File: src/design/exc_pkg.sv
// Purpose: shared constants and types for the exception priority and vector unit
// Assumes: 32-bit AXI4-Lite register access, 100 MHz core clock
// Notes:   exception numbers 1..83, peripheral lines map to 16..83
package exc_pkg;
  // exception numbering
  localparam int NUM_EXC  = 84;
  localparam int NUM_IRQ  = 68;
  localparam int IRQ_BASE = 16;
  localparam int EXC_W    = 7;
  localparam int PRIO_W   = 4;
  localparam logic [6:0] EXC_RESET   = 7'h01;
  localparam logic [6:0] EXC_NMI     = 7'h02;
  localparam logic [6:0] EXC_HARD    = 7'h03;
  localparam logic [6:0] EXC_MEM     = 7'h04;
  localparam logic [6:0] EXC_BUS     = 7'h05;
  localparam logic [6:0] EXC_USAGE   = 7'h06;
  localparam logic [6:0] EXC_SUPV    = 7'h0b;
  localparam logic [6:0] EXC_PENDSRV = 7'h0e;
  localparam logic [6:0] EXC_SYSTICK = 7'h0f;
  // fixed priorities, configurable ones sit above them
  localparam logic signed [5:0] PRIO_RESET = -6'sd3;
  localparam logic signed [5:0] PRIO_NMI   = -6'sd2;
  localparam logic signed [5:0] PRIO_HARD  = -6'sd1;
  localparam logic signed [5:0] PRIO_IDLE  = 6'sd31;
  // implemented numbers and enables after reset
  localparam logic [83:0] EXC_VALID = 84'hf_ffff_ffff_ffff_ffff_c87e;
  localparam logic [83:0] EN_RESET  = 84'h0_0000_0000_0000_0000_c80e;
  // vector table
  localparam logic [31:0] TBASE_RESET = 32'h0000_0000;
  localparam logic [31:0] TBASE_MASK  = 32'h3fff_ff80;
  localparam logic [31:0] VEC_RESET  = 32'h0000_0004;
  // register map
  localparam int ADDR_W = 8;
  localparam logic [7:0] A_TBASE = 8'h00;
  localparam logic [7:0] A_CFG   = 8'h04;
  localparam logic [7:0] A_STAT  = 8'h08;
  localparam logic [7:0] A_SETP  = 8'h0c;
  localparam logic [7:0] A_CLRP  = 8'h10;
  localparam logic [7:0] A_EN    = 8'h14;
  localparam logic [7:0] A_PRIO  = 8'h18;
  localparam logic [7:0] A_QUERY = 8'h1c;
  localparam int CFG_SUB_LSB = 0;
  localparam int CFG_UNAL    = 3;
  localparam int CFG_DIV     = 4;
  localparam logic [4:0] CFG_RESET = 5'h00;
  localparam int EN_BIT      = 8;
  localparam int PRIO_LSB    = 8;
  localparam logic [1:0] RESP_OKAY   = 2'b00;
  localparam logic [1:0] RESP_SLVERR = 2'b10;

  // per-exception state, gray order along entry and return
  typedef enum logic [1:0] {
    EX_INACTIVE = 2'b00,
    EX_PENDING  = 2'b01,
    EX_ACT_PEND = 2'b11,
    EX_ACTIVE   = 2'b10
  } exc_state_t;

  // fault and trap events from the pipeline
  typedef struct packed {
    logic execute_never;
    logic prot_viol;
    logic bus_precise;
    logic bus_imprecise;
    logic undef_instr;
    logic unal_illegal;
    logic bad_state;
    logic bad_return;
    logic unal_access;
    logic div_zero;
    logic supervisor_call_instruction;
    logic entry_error;
  } fault_in_t;

  // request toward the pipeline
  typedef struct packed {
    logic        req;
    logic [6:0]  num;
    logic [31:0] vector;
    logic [31:0] table_base;
  } pipe_out_t;
endpackage : exc_pkg

File: src/design/exc_ctrl.sv
// Purpose: exception state tracking, priority arbitration, preemption and vectors
// Assumes: sources and pipeline on clk, software over AXI4-Lite
// Notes:   overview of operation below
// Overview of operation
// - each exception is inactive, pending, active, or active and pending
// - a peripheral line or software set request pends the interrupt
// - reset halts the core, then restarts privileged thread at reset vector
// - nmi is always enabled at -2, only reset outranks it
// - errors during entry or unhandled faults raise hard fault at -1
// - execute-never or protection violation raises memory management fault
// - bus errors raise bus fault, precise or imprecise
// - usage fault for bad instructions; unaligned and div-zero when configured
// - supervisor call instruction raises exception 11 synchronously
// - system tick pends on timer zero or software request
// - word 0 is initial stack pointer, handler at four times number
// - one more instruction may finish before an asynchronous entry
// - software may disable configurable exceptions, fixed ones never
// - peripheral lines 0 to 67 use vectors after system ones
// - table base zero after reset, relocatable 0x80 to 0x3fffff80
// - lower value is more urgent; all but three are configurable
// - configurable priorities reset to zero
// - configurable priorities are 0 to 15
// - equal priority pending: lowest number first
// - only strictly more urgent exception preempts; equal only pends
// - group field decides preemption, subpriority then number orders
`timescale 1ns/1ps
module exc_ctrl (
  input  wire logic                       clk,
  input  wire logic                       rstn,
  input  wire logic                       ce,
  input  wire logic [exc_pkg::NUM_IRQ-1:0] irq_lines,
  input  wire logic                       nmi_req,
  input  wire logic                       systick_zero,
  input  wire exc_pkg::fault_in_t         faults,
  input  wire logic                       entry_ack,
  input  wire logic                       return_valid,
  input  wire logic [6:0]                 return_num,
  output exc_pkg::pipe_out_t              pipe,
  output logic                            halt,
  output logic                            thread_priv,
  input  wire logic                       awvalid,
  output logic                            awready,
  input  wire logic [exc_pkg::ADDR_W-1:0] awaddr,
  input  wire logic                       wvalid,
  output logic                            wready,
  input  wire logic [31:0]                wdata,
  input  wire logic [3:0]                 wstrb,
  output logic                            bvalid,
  input  wire logic                       bready,
  output logic [1:0]                      bresp,
  input  wire logic                       arvalid,
  output logic                            arready,
  input  wire logic [exc_pkg::ADDR_W-1:0] araddr,
  output logic                            rvalid,
  input  wire logic                       rready,
  output logic [31:0]                     rdata,
  output logic [1:0]                      rresp
);
  import exc_pkg::*;

  logic [NUM_EXC-1:0] pend_r, act_r, en_r, set_v, clr_v, ret_v, ack_v;
  logic [3:0]         prio_r [NUM_EXC];
  logic [31:0]        tbase_r;
  logic [4:0]         cfg_r;
  logic [6:0]         sel_r, win_num;
  logic               halt_r, win_found, preempt, any_act;
  logic signed [5:0]  best, cur_grp, win_grp, e;
  pipe_out_t          pipe_r;
  logic               aw_hold_r, w_hold_r, bvalid_r, rvalid_r;
  logic [7:0]         awaddr_r;
  logic [31:0]        wdata_r, rdata_r;
  logic [3:0]         wstrb_r;
  logic [1:0]         bresp_r, rresp_r;
  logic               wr_fire, wr_ok, mm_raise, bus_raise, us_raise;

  ////////////////////////////////////////////////////////////////////////////
  // priority helpers
  function automatic logic signed [5:0] eff_of(input int n, input logic [3:0] p);
    if (n == int'(EXC_RESET)) return PRIO_RESET;
    if (n == int'(EXC_NMI)) return PRIO_NMI;
    if (n == int'(EXC_HARD)) return PRIO_HARD;
    return $signed({2'b00, p});
  endfunction : eff_of

  function automatic logic signed [5:0] grp_of(input logic signed [5:0] p, input logic [2:0] sub);
    if (p < 0) return p;
    return p >>> sub;
  endfunction : grp_of

  function automatic logic reg_hit(input logic [7:0] a);
    if (a == A_TBASE) return 1'b1;
    else if (a == A_CFG) return 1'b1;
    else if (a == A_STAT) return 1'b1;
    else if (a == A_SETP) return 1'b1;
    else if (a == A_CLRP) return 1'b1;
    else if (a == A_EN) return 1'b1;
    else if (a == A_PRIO) return 1'b1;
    else if (a == A_QUERY) return 1'b1;
    else return 1'b0;
  endfunction : reg_hit

  function automatic exc_state_t state_of(input logic p, input logic a);
    case ({a, p})
      2'b01:   return EX_PENDING;
      2'b11:   return EX_ACT_PEND;
      2'b10:   return EX_ACTIVE;
      default: return EX_INACTIVE;
    endcase
  endfunction : state_of

  ////////////////////////////////////////////////////////////////////////////
  // winner and current running priority
  always_comb begin
    best      = PRIO_IDLE;
    win_found = 1'b0;
    win_num   = '0;
    cur_grp   = PRIO_IDLE;
    any_act   = 1'b0;
    e         = '0;
    for (int i = NUM_EXC - 1; i > 0; i--) begin
      e = eff_of(i, prio_r[i]);
      if (pend_r[i] && en_r[i] && (!win_found || e <= best)) begin
        best      = e;
        win_found = 1'b1;
        win_num   = 7'(i);
      end
      if (act_r[i] && grp_of(e, cfg_r[2:0]) < cur_grp) begin
        cur_grp = grp_of(e, cfg_r[2:0]);
      end
      any_act = any_act | act_r[i];
    end
    win_grp = grp_of(best, cfg_r[2:0]);
    preempt = win_found && (!any_act || win_grp < cur_grp);
  end

  ////////////////////////////////////////////////////////////////////////////
  // synchronous faults; a fault that cannot run escalates
  assign mm_raise  = faults.execute_never | faults.prot_viol;
  assign bus_raise = faults.bus_precise | faults.bus_imprecise;
  assign us_raise  = faults.undef_instr | faults.unal_illegal | faults.bad_state
                   | faults.bad_return | (faults.unal_access & cfg_r[CFG_UNAL])
                   | (faults.div_zero & cfg_r[CFG_DIV]);

  function automatic logic can_run(input logic [6:0] n, input logic enb, input logic [3:0] p,
                                   input logic aa, input logic signed [5:0] cg, input logic [2:0] s);
    return enb && (!aa || grp_of(eff_of(int'(n), p), s) < cg);
  endfunction : can_run

  // set and clear vectors
  always_comb begin
    set_v = '0;
    clr_v = '0;
    set_v[IRQ_BASE +: NUM_IRQ] = irq_lines;
    set_v[EXC_NMI]     = nmi_req;
    set_v[EXC_SYSTICK] = systick_zero;
    set_v[EXC_HARD]    = faults.entry_error;
    if (mm_raise) begin
      if (can_run(EXC_MEM, en_r[EXC_MEM], prio_r[EXC_MEM], any_act, cur_grp, cfg_r[2:0])) set_v[EXC_MEM] = 1'b1;
      else set_v[EXC_HARD] = 1'b1;
    end
    if (bus_raise) begin
      if (can_run(EXC_BUS, en_r[EXC_BUS], prio_r[EXC_BUS], any_act, cur_grp, cfg_r[2:0])) set_v[EXC_BUS] = 1'b1;
      else set_v[EXC_HARD] = 1'b1;
    end
    if (us_raise) begin
      if (can_run(EXC_USAGE, en_r[EXC_USAGE], prio_r[EXC_USAGE], any_act, cur_grp, cfg_r[2:0]))
        set_v[EXC_USAGE] = 1'b1;
      else set_v[EXC_HARD] = 1'b1;
    end
    if (faults.supervisor_call_instruction) begin
      if (can_run(EXC_SUPV, en_r[EXC_SUPV], prio_r[EXC_SUPV], any_act, cur_grp, cfg_r[2:0]))
        set_v[EXC_SUPV] = 1'b1;
      else set_v[EXC_HARD] = 1'b1;
    end
    if (wr_ok && awaddr_r == A_SETP && wdata_r[6:0] != EXC_RESET && int'(wdata_r[6:0]) < NUM_EXC) begin
      set_v[wdata_r[6:0]] = 1'b1;
    end
    if (wr_ok && awaddr_r == A_CLRP && int'(wdata_r[6:0]) < NUM_EXC) clr_v[wdata_r[6:0]] = 1'b1;
    set_v = set_v & EXC_VALID;
  end

  ////////////////////////////////////////////////////////////////////////////
  // entry and return decode
  generate
    for (genvar g = 0; g < NUM_EXC; g++) begin : g_dec
      assign ack_v[g] = ce && entry_ack && pipe_r.req && pipe_r.num == 7'(g);
      assign ret_v[g] = ce && return_valid && return_num == 7'(g);
    end
  endgenerate

  // pending bits, a new request wins over any clear
  always_ff @(posedge clk) begin
    if (!rstn) begin
      pend_r <= '0;
      pend_r[EXC_RESET] <= 1'b1;
    end else if (ce) begin
      pend_r <= set_v | (pend_r & ~(clr_v | ack_v));
    end
  end

  // active bits; reset entry never goes active, so the core stays in thread mode
  always_ff @(posedge clk) begin
    if (!rstn) begin
      act_r <= '0;
    end else if (ce) begin
      act_r <= ((ack_v & ~84'(2)) | (act_r & ~ret_v)) & EXC_VALID;
    end
  end

  // halt until the reset vector is taken
  always_ff @(posedge clk) begin
    if (!rstn) begin
      halt_r <= 1'b1;
    end else if (ce && ack_v[EXC_RESET]) begin
      halt_r <= 1'b0;
    end
  end

  // registered pipeline request, one cycle after the decision
  always_ff @(posedge clk) begin
    if (!rstn) begin
      pipe_r.req        <= 1'b1;
      pipe_r.num        <= EXC_RESET;
      pipe_r.vector     <= VEC_RESET;
      pipe_r.table_base <= TBASE_RESET;
    end else if (ce) begin
      pipe_r.req        <= preempt && !(entry_ack && pipe_r.req && pipe_r.num == win_num);
      pipe_r.num        <= win_num;
      pipe_r.vector     <= tbase_r + {23'h0, win_num, 2'b00};
      pipe_r.table_base <= tbase_r;
    end
  end

  ////////////////////////////////////////////////////////////////////////////
  // software registers
  always_ff @(posedge clk) begin
    if (!rstn) begin
      tbase_r <= TBASE_RESET;
    end else if (ce && wr_ok && awaddr_r == A_TBASE) begin
      tbase_r <= wdata_r & TBASE_MASK;
    end
  end

  always_ff @(posedge clk) begin
    if (!rstn) begin
      cfg_r <= CFG_RESET;
    end else if (ce && wr_ok && awaddr_r == A_CFG) begin
      cfg_r <= wdata_r[4:0];
    end
  end

  always_ff @(posedge clk) begin
    if (!rstn) begin
      sel_r <= '0;
    end else if (ce && wr_ok && awaddr_r == A_QUERY) begin
      sel_r <= wdata_r[6:0];
    end
  end

  // enables; fixed-priority exceptions stay on
  always_ff @(posedge clk) begin
    if (!rstn) begin
      en_r <= EN_RESET;
    end else if (ce && wr_ok && awaddr_r == A_EN && wdata_r[6:0] > EXC_HARD
                 && int'(wdata_r[6:0]) < NUM_EXC) begin
      en_r[wdata_r[6:0]] <= wdata_r[EN_BIT];
    end
  end

  // configurable priorities
  always_ff @(posedge clk) begin
    if (!rstn) begin
      for (int i = 0; i < NUM_EXC; i++) prio_r[i] <= '0;
    end else if (ce && wr_ok && awaddr_r == A_PRIO && wdata_r[6:0] > EXC_HARD
                 && int'(wdata_r[6:0]) < NUM_EXC) begin
      prio_r[wdata_r[6:0]] <= wdata_r[PRIO_LSB +: PRIO_W];
    end
  end

  ////////////////////////////////////////////////////////////////////////////
  // axi4-lite write channel
  assign awready = !aw_hold_r && !bvalid_r;
  assign wready  = !w_hold_r && !bvalid_r;
  assign wr_fire = aw_hold_r && w_hold_r && !bvalid_r;
  assign wr_ok   = wr_fire && reg_hit(awaddr_r) && wstrb_r == 4'hf;

  always_ff @(posedge clk) begin
    if (!rstn) begin
      aw_hold_r <= 1'b0;
      w_hold_r  <= 1'b0;
      awaddr_r  <= '0;
      wdata_r   <= '0;
      wstrb_r   <= '0;
      bvalid_r  <= 1'b0;
      bresp_r   <= RESP_OKAY;
    end else if (ce) begin
      if (awvalid && awready) begin
        aw_hold_r <= 1'b1;
        awaddr_r  <= {awaddr[7:2], 2'b00};
      end
      if (wvalid && wready) begin
        w_hold_r <= 1'b1;
        wdata_r  <= wdata;
        wstrb_r  <= wstrb;
      end
      if (wr_fire) begin
        aw_hold_r <= 1'b0;
        w_hold_r  <= 1'b0;
        bvalid_r  <= 1'b1;
        bresp_r   <= wr_ok ? RESP_OKAY : RESP_SLVERR;
      end else if (bvalid_r && bready) begin
        bvalid_r <= 1'b0;
      end
    end
  end

  // axi4-lite read channel
  assign arready = !rvalid_r;

  always_ff @(posedge clk) begin
    if (!rstn) begin
      rvalid_r <= 1'b0;
      rdata_r  <= '0;
      rresp_r  <= RESP_OKAY;
    end else if (ce) begin
      if (arvalid && arready) begin
        rvalid_r <= 1'b1;
        rresp_r  <= reg_hit({araddr[7:2], 2'b00}) ? RESP_OKAY : RESP_SLVERR;
        if (araddr[7:2] == A_TBASE[7:2]) rdata_r <= tbase_r;
        else if (araddr[7:2] == A_CFG[7:2]) rdata_r <= {27'h0, cfg_r};
        else if (araddr[7:2] == A_STAT[7:2]) rdata_r <= {8'h0, 1'b0, pipe_r.num, 6'h0, halt_r, any_act,
                                                         1'b0, win_num};
        else if (araddr[7:2] == A_QUERY[7:2] && int'(sel_r) < NUM_EXC)
          rdata_r <= {16'h0, prio_r[sel_r], 1'b0, en_r[sel_r], state_of(pend_r[sel_r], act_r[sel_r]),
                      1'b0, sel_r};
        else rdata_r <= '0;
      end else if (rvalid_r && rready) begin
        rvalid_r <= 1'b0;
      end
    end
  end

  // outputs
  assign pipe        = pipe_r;
  assign halt        = halt_r;
  assign thread_priv = !any_act && !halt_r;
  assign bvalid      = bvalid_r;
  assign bresp       = bresp_r;
  assign rvalid      = rvalid_r;
  assign rdata       = rdata_r;
  assign rresp       = rresp_r;

  ////////////////////////////////////////////////////////////////////////////
  // checks
  chk_ack_active: assert property (@(posedge clk) disable iff (!rstn)
    ce && entry_ack && pipe_r.req && pipe_r.num > EXC_HARD && !return_valid |=> act_r[$past(pipe_r.num)])
    else $error("taken exception not active");
  chk_irq_pend: assert property (@(posedge clk) disable iff (!rstn)
    ce && irq_lines[0] |=> pend_r[IRQ_BASE])
    else $error("irq line did not pend");
  chk_reset_entry: assert property (@(posedge clk)
    !rstn |=> halt_r && pipe_r.req && pipe_r.num == EXC_RESET && pipe_r.vector == VEC_RESET)
    else $error("reset does not fetch reset vector");
  chk_nmi_wins: assert property (@(posedge clk) disable iff (!rstn)
    pend_r[EXC_NMI] && !pend_r[EXC_RESET] |-> win_num == EXC_NMI && (preempt || act_r[EXC_NMI]))
    else $error("nmi not selected");
  chk_entry_error: assert property (@(posedge clk) disable iff (!rstn)
    ce && faults.entry_error |=> pend_r[EXC_HARD])
    else $error("entry error did not pend hard fault");
  chk_exec_never: assert property (@(posedge clk) disable iff (!rstn)
    ce && faults.execute_never |=> pend_r[EXC_MEM] || pend_r[EXC_HARD])
    else $error("execute-never fetch not faulted");
  chk_supv_pend: assert property (@(posedge clk) disable iff (!rstn)
    ce && faults.supervisor_call_instruction |=> pend_r[EXC_SUPV] || pend_r[EXC_HARD])
    else $error("supervisor call not pended");
  chk_vector_addr: assert property (@(posedge clk) disable iff (!rstn)
    ce && $past(ce) && pipe_r.req |-> pipe_r.vector == $past(tbase_r) + {23'h0, pipe_r.num, 2'b00})
    else $error("vector address wrong");
  chk_tbase_range: assert property (@(posedge clk) disable iff (!rstn)
    ce && $past(ce) |-> pipe_r.table_base == $past(tbase_r) && (tbase_r & ~TBASE_MASK) == 32'h0)
    else $error("table base outside range");
  chk_no_equal_preempt: assert property (@(posedge clk) disable iff (!rstn)
    any_act && win_found && win_grp >= cur_grp |=> !pipe_r.req || !$past(ce))
    else $error("equal priority preempted");
  cov_nested: cover property (@(posedge clk) disable iff (!rstn) $countones(act_r) >= 2);
  cov_act_pend: cover property (@(posedge clk) disable iff (!rstn) (act_r & pend_r) != '0);
  cov_escalate: cover property (@(posedge clk) disable iff (!rstn) mm_raise && !en_r[EXC_MEM]);
  cov_reset_taken: cover property (@(posedge clk) disable iff (!rstn) $fell(halt_r));
endmodule : exc_ctrl

File: config.mk
export PLATFORM = sky130hd
export DESIGN_NAME = exc_ctrl
export DESIGN_NICKNAME = d
export VERILOG_FILES = /design/src/design/exc_pkg.sv /design/src/design/exc_ctrl.sv
export SDC_FILE = /design/constraint.sdc
export NUM_CORES = 2
export LEC_CHECK = 0
export ABC_CLOCK_PERIOD_IN_PS = 126500
export CELL_PAD_IN_SITES_DETAIL_PLACEMENT = 0
export CELL_PAD_IN_SITES_GLOBAL_PLACEMENT = 2
export CORE_MARGIN = 8
export CORE_UTILIZATION = 37
export DETAILED_ROUTE_END_ITERATION = 10
export DONT_BUFFER_PORTS = 1
export GPL_TIMING_DRIVEN = 0
export PLACE_DENSITY_LB_ADDON = 0.1
export SLEW_MARGIN = 20
export SYNTH_ARGS = -nofsm -noshare
export SYNTH_HDL_FRONTEND = slang
export SYNTH_SLANG_ARGS = --single-unit
File: constraint.sdc
create_clock -name clk -period 126.5 [get_ports clk]
set_input_delay 12.65 -clock clk [delete_from_list [all_inputs] [get_ports clk]]
set_output_delay 12.65 -clock clk [all_outputs]
set_load 0.05 [all_outputs]
==> reports/summary.txt <==
Status: finished, final reports clean
Yosys warnings: 0
Post-synthesis sequential area ratio: 31.06%
Core ar.: 206200 µm²
Cts hold-fix bufs: 0
GR Util All Layers: 38.08%
Vias per std cell: 6.385
Endpoints failing setup: 0
Final nets: 10850
Die Y-Extent: 470.7 µm
Post-Synthesis Cells: 9247
Vias in the first global route: 75250
Max Fclk: 0.008189 GHz
Largest cells by area after synthesis: edfxtp_1 (20%), dfxtp_1 (11%), ha_1 (9.1%)
Final ANT Viol Nets: 0
WP data arrival: 122.80 ns
Total CTS buffers: 100
I/O Buffers: 0
Worst reg2reg path depth: 789
Synth cell types: 110
Fill count: 20590
HPWL Detailed: 362000 µm
Netlist area before placement: 76500 µm²
Row count: 167
Multi-input logic area: 55910 µm²
Post-synth top area share: 20.10%
Post-route DRC violation count: 0
Period minus WS final: 122.11 ns
Post-synth top area cell: edfxtp_1
FFs w/ async S/R, synth: 0%
Initial Utilization: 37.10%
Die Width: 470.7 µm
Final RePlAce weighted congestion: 1.042
Fin util: 46.54%
Hold depth: 2
CTS sink count: 931
Clk buf depth: 3
Register bit total from synthesis: 931
Worst VDD drop: 0.01237 mV
Drt first pass iters: 7
Hold crit path type: flip-flop to flip-flop
Post-Route WL: 452900 µm
Clock root buffer master: clkbuf_16
Worst setup path class: flip-flop to flip-flop
Max-slew headroom: 9.452%
Avg WL per Cell: 34.86 µm
Slowest stage delay, CP: 0.49 ns
Final Max Tran Viols: 0
Avg Cell Area, Syn: 8.273 µm²
Clock skew: 0.06027 ns
Skew-Pair Late Insertion Delay: 0.80 ns
Io pins: 266
H-tree levels: 3
Vias: 82940
Layout cells sized above 1: 22.96%
Critical Path Source Type: flip-flop
P&R area growth vs syn: 25.45%
Worst-path clk slew: 0.07 ns
Max FO, Critical Path: 10
CP Capture Type: flip-flop
Initial antenna violation count: 102
Least-Margin Pin Slew: 1.358 ns
WP data required: 127.19 ns
Fin area: 95970 µm²
Placed Cells: 12180
Slowest cell on the critical path: a2111oi_4
GRT overflow: 0
Largest net degree at the start of global routing: 46
Final std cells w/o fill: 12990
Synth Flop Type: edfxtp_1
Detailed Route Iter0 Violations: 10730
Final Hold Fails: 0
Period utilization: 96.53%
First-pass GRT wire length: 602700 µm
CTS tree: yes
Static leakage: 38.06 nW
Worst path most repeated cell: a21oi_2
FF/Latch Area: 23780 µm²
Post-synth EDFFs: 512
Die area: 221600 µm²
MaxCap Viol Count: 0
Pwr Density: 7.619 nW/µm²
Placed cell area: 81260 µm²
==> flip-flops by register name, indices dropped and copies added (netlist names), named ones only <==
name       count
act_r         77
aw_hold_r      1
awaddr_r       6
bresp          1
bvalid         1
cfg_r          5
en_r          84
halt           1
pend_r        84
pipe          55
prio_r       512
rdata         30
rresp          1
rvalid         1
sel_r          7
tbase_r       23
w_hold_r       1
wdata_r       30
wstrb_r        4
==> worst max-delay path: cells and delay by family, from the launching register on <==
family | cells | cell delay, ns
buf+inv | 109 | 14.08
fa+ha+maj | 94 | 23.87
xor+xnor | 1 | 0.17
mux | 26 | 7.73
compound gates | 396 | 58.71
flops | 1 | 0.44
simple gates | 302 | 36.74
==> synthesized netlist by cell type, types with 29 or more instances <==
cell type / instances
a41o_1: 36
edfxtp_1: 512
and3_1: 95
dfxtp_1: 419
buf_1: 71
inv_1: 395
and2_1: 78
o221ai_1: 29
nor2b_1: 119
nor4_1: 30
or3_1: 31
or2_2: 57
a41oi_1: 35
nand3_1: 212
a21oi_1: 834
mux2_2: 79
nor2_1: 1178
nor3_1: 141
o21a_1: 110
o22ai_1: 64
buf_2: 32
o211a_1: 33
o21ai_0: 767
nand2b_1: 130
clkbuf_1: 414
a31oi_1: 96
a211oi_1: 103
a21boi_0: 29
mux4_2: 248
a21o_1: 127
o31ai_1: 48
nand2_1: 1156
nand4_1: 111
ha_1: 554
o211ai_1: 100
o21bai_1: 32
mux2i_1: 284
==> logic make-up after synthesis <==
logic type / after synthesis / share of synthesized area (%)
muxes: 611 / 12.18
other: 1 / 0.004902
and+or+nand+nor: 3464 / 20.49
adders and majority gates: 555 / 9.087
DFF: 931 / 31.06
xor gates and xnor gates: 26 / 0.2977
AOI/OAI and AO/OA: 2719 / 22.08
buffers and inverters: 940 / 4.797
==> layout make-up <==
cell class | instances | share of cell area (%)
antenna | 62 | 0.1617
multi-input combinational | 7587 | 58.25
clock inverter | 63 | 0.8148
timing repair buffer | 598 | 5.159
sequential | 931 | 24.78
inverter | 397 | 1.567
tap | 2704 | 3.525
buffer | 524 | 2.924
clock buffer | 125 | 2.819
==> cell usage in the layout (no fill, tap or decap), types with 53 or more instances in the layout <==
cell / count
and3_1: 82
a211oi_1: 85
diode_2: 62
clkbuf_2: 66
buf_4: 582
inv_1: 366
clkbuf_16: 106
o21ai_1: 103
o21ai_0: 597
and2_1: 64
a21oi_2: 163
nor2_1: 1084
nand2b_1: 121
nand2_1: 1106
nand3_1: 190
o21a_1: 101
nor2b_1: 101
mux2i_1: 252
mux4_2: 248
a21oi_1: 650
nand4_1: 111
clkbuf_1: 285
dfxtp_1: 410
a31oi_1: 65
buf_2: 53
nor3_1: 103
mux2_2: 65
conb_1: 208
ha_1: 481
edfxtp_1: 512
o21ai_2: 74
a21o_1: 124
o211ai_1: 100
ha_4: 69
==> final timing paths <==
path / startpoint / endpoint / slack (ns)
setup / recovery: pend_r[83] / pipe[59] / 4.39
hold / removal: pend_r[0] / pend_r[0] / 0.44
setup reg to reg: pend_r[83] / pipe[59] / 4.39
hold reg to reg: pend_r[0] / pend_r[0] / 0.44
==> repair_timing <==
action | 4_1_cts | 5_1_grt
gates cloned | 1 | 14
endpoints found under the setup margin | 44 | 44
buffers inserted | 197 | 368
resized for setup | 701 | 912
pin swaps | 119 | 416
==> layer usage <==
layer / track usage, % / part of all wire [%] / vias to the layer above
met5: 0.1730 / 0.046 / -
met4: 21.33 / 6.8 / 32
met3: 10.20 / 11 / 1110
met2: 56.29 / 42 / 4917
met1: 50.29 / 40 / 41140
li1: - / - / 35750
==> where the power goes <==
part / total (mW) / internal (mW) / leakage [nW] / switching, mW
logic: 0.0666 / 0.0208 / 27.7 / 0.0457
clock network: 0.317 / 0.178 / 1.70 / 0.139
registers: 0.347 / 0.329 / 8.68 / 0.0178
total: 0.731 / 0.529 / 38.1 / 0.203
==> stage by stage <==
step	power [mW]	setup WS [ns]	setup TNS, ns	hold slack (ns)
6_report	0.7312	4.385	0	0.4418
5_1_grt	0.7449	-1.424	-18.43	0.4527
4_1_cts	0.7219	0.009649	0	0.4361
3_3_place_gp	0.4086	-32.19	-1298.43	0.4198
3_5_place_dp	0.4104	-32.84	-1309.34	0.4259
2_1_floorplan	0.3801	1.472	0	0.4091
No activity file was read; power rests on OpenSTA's default activity.
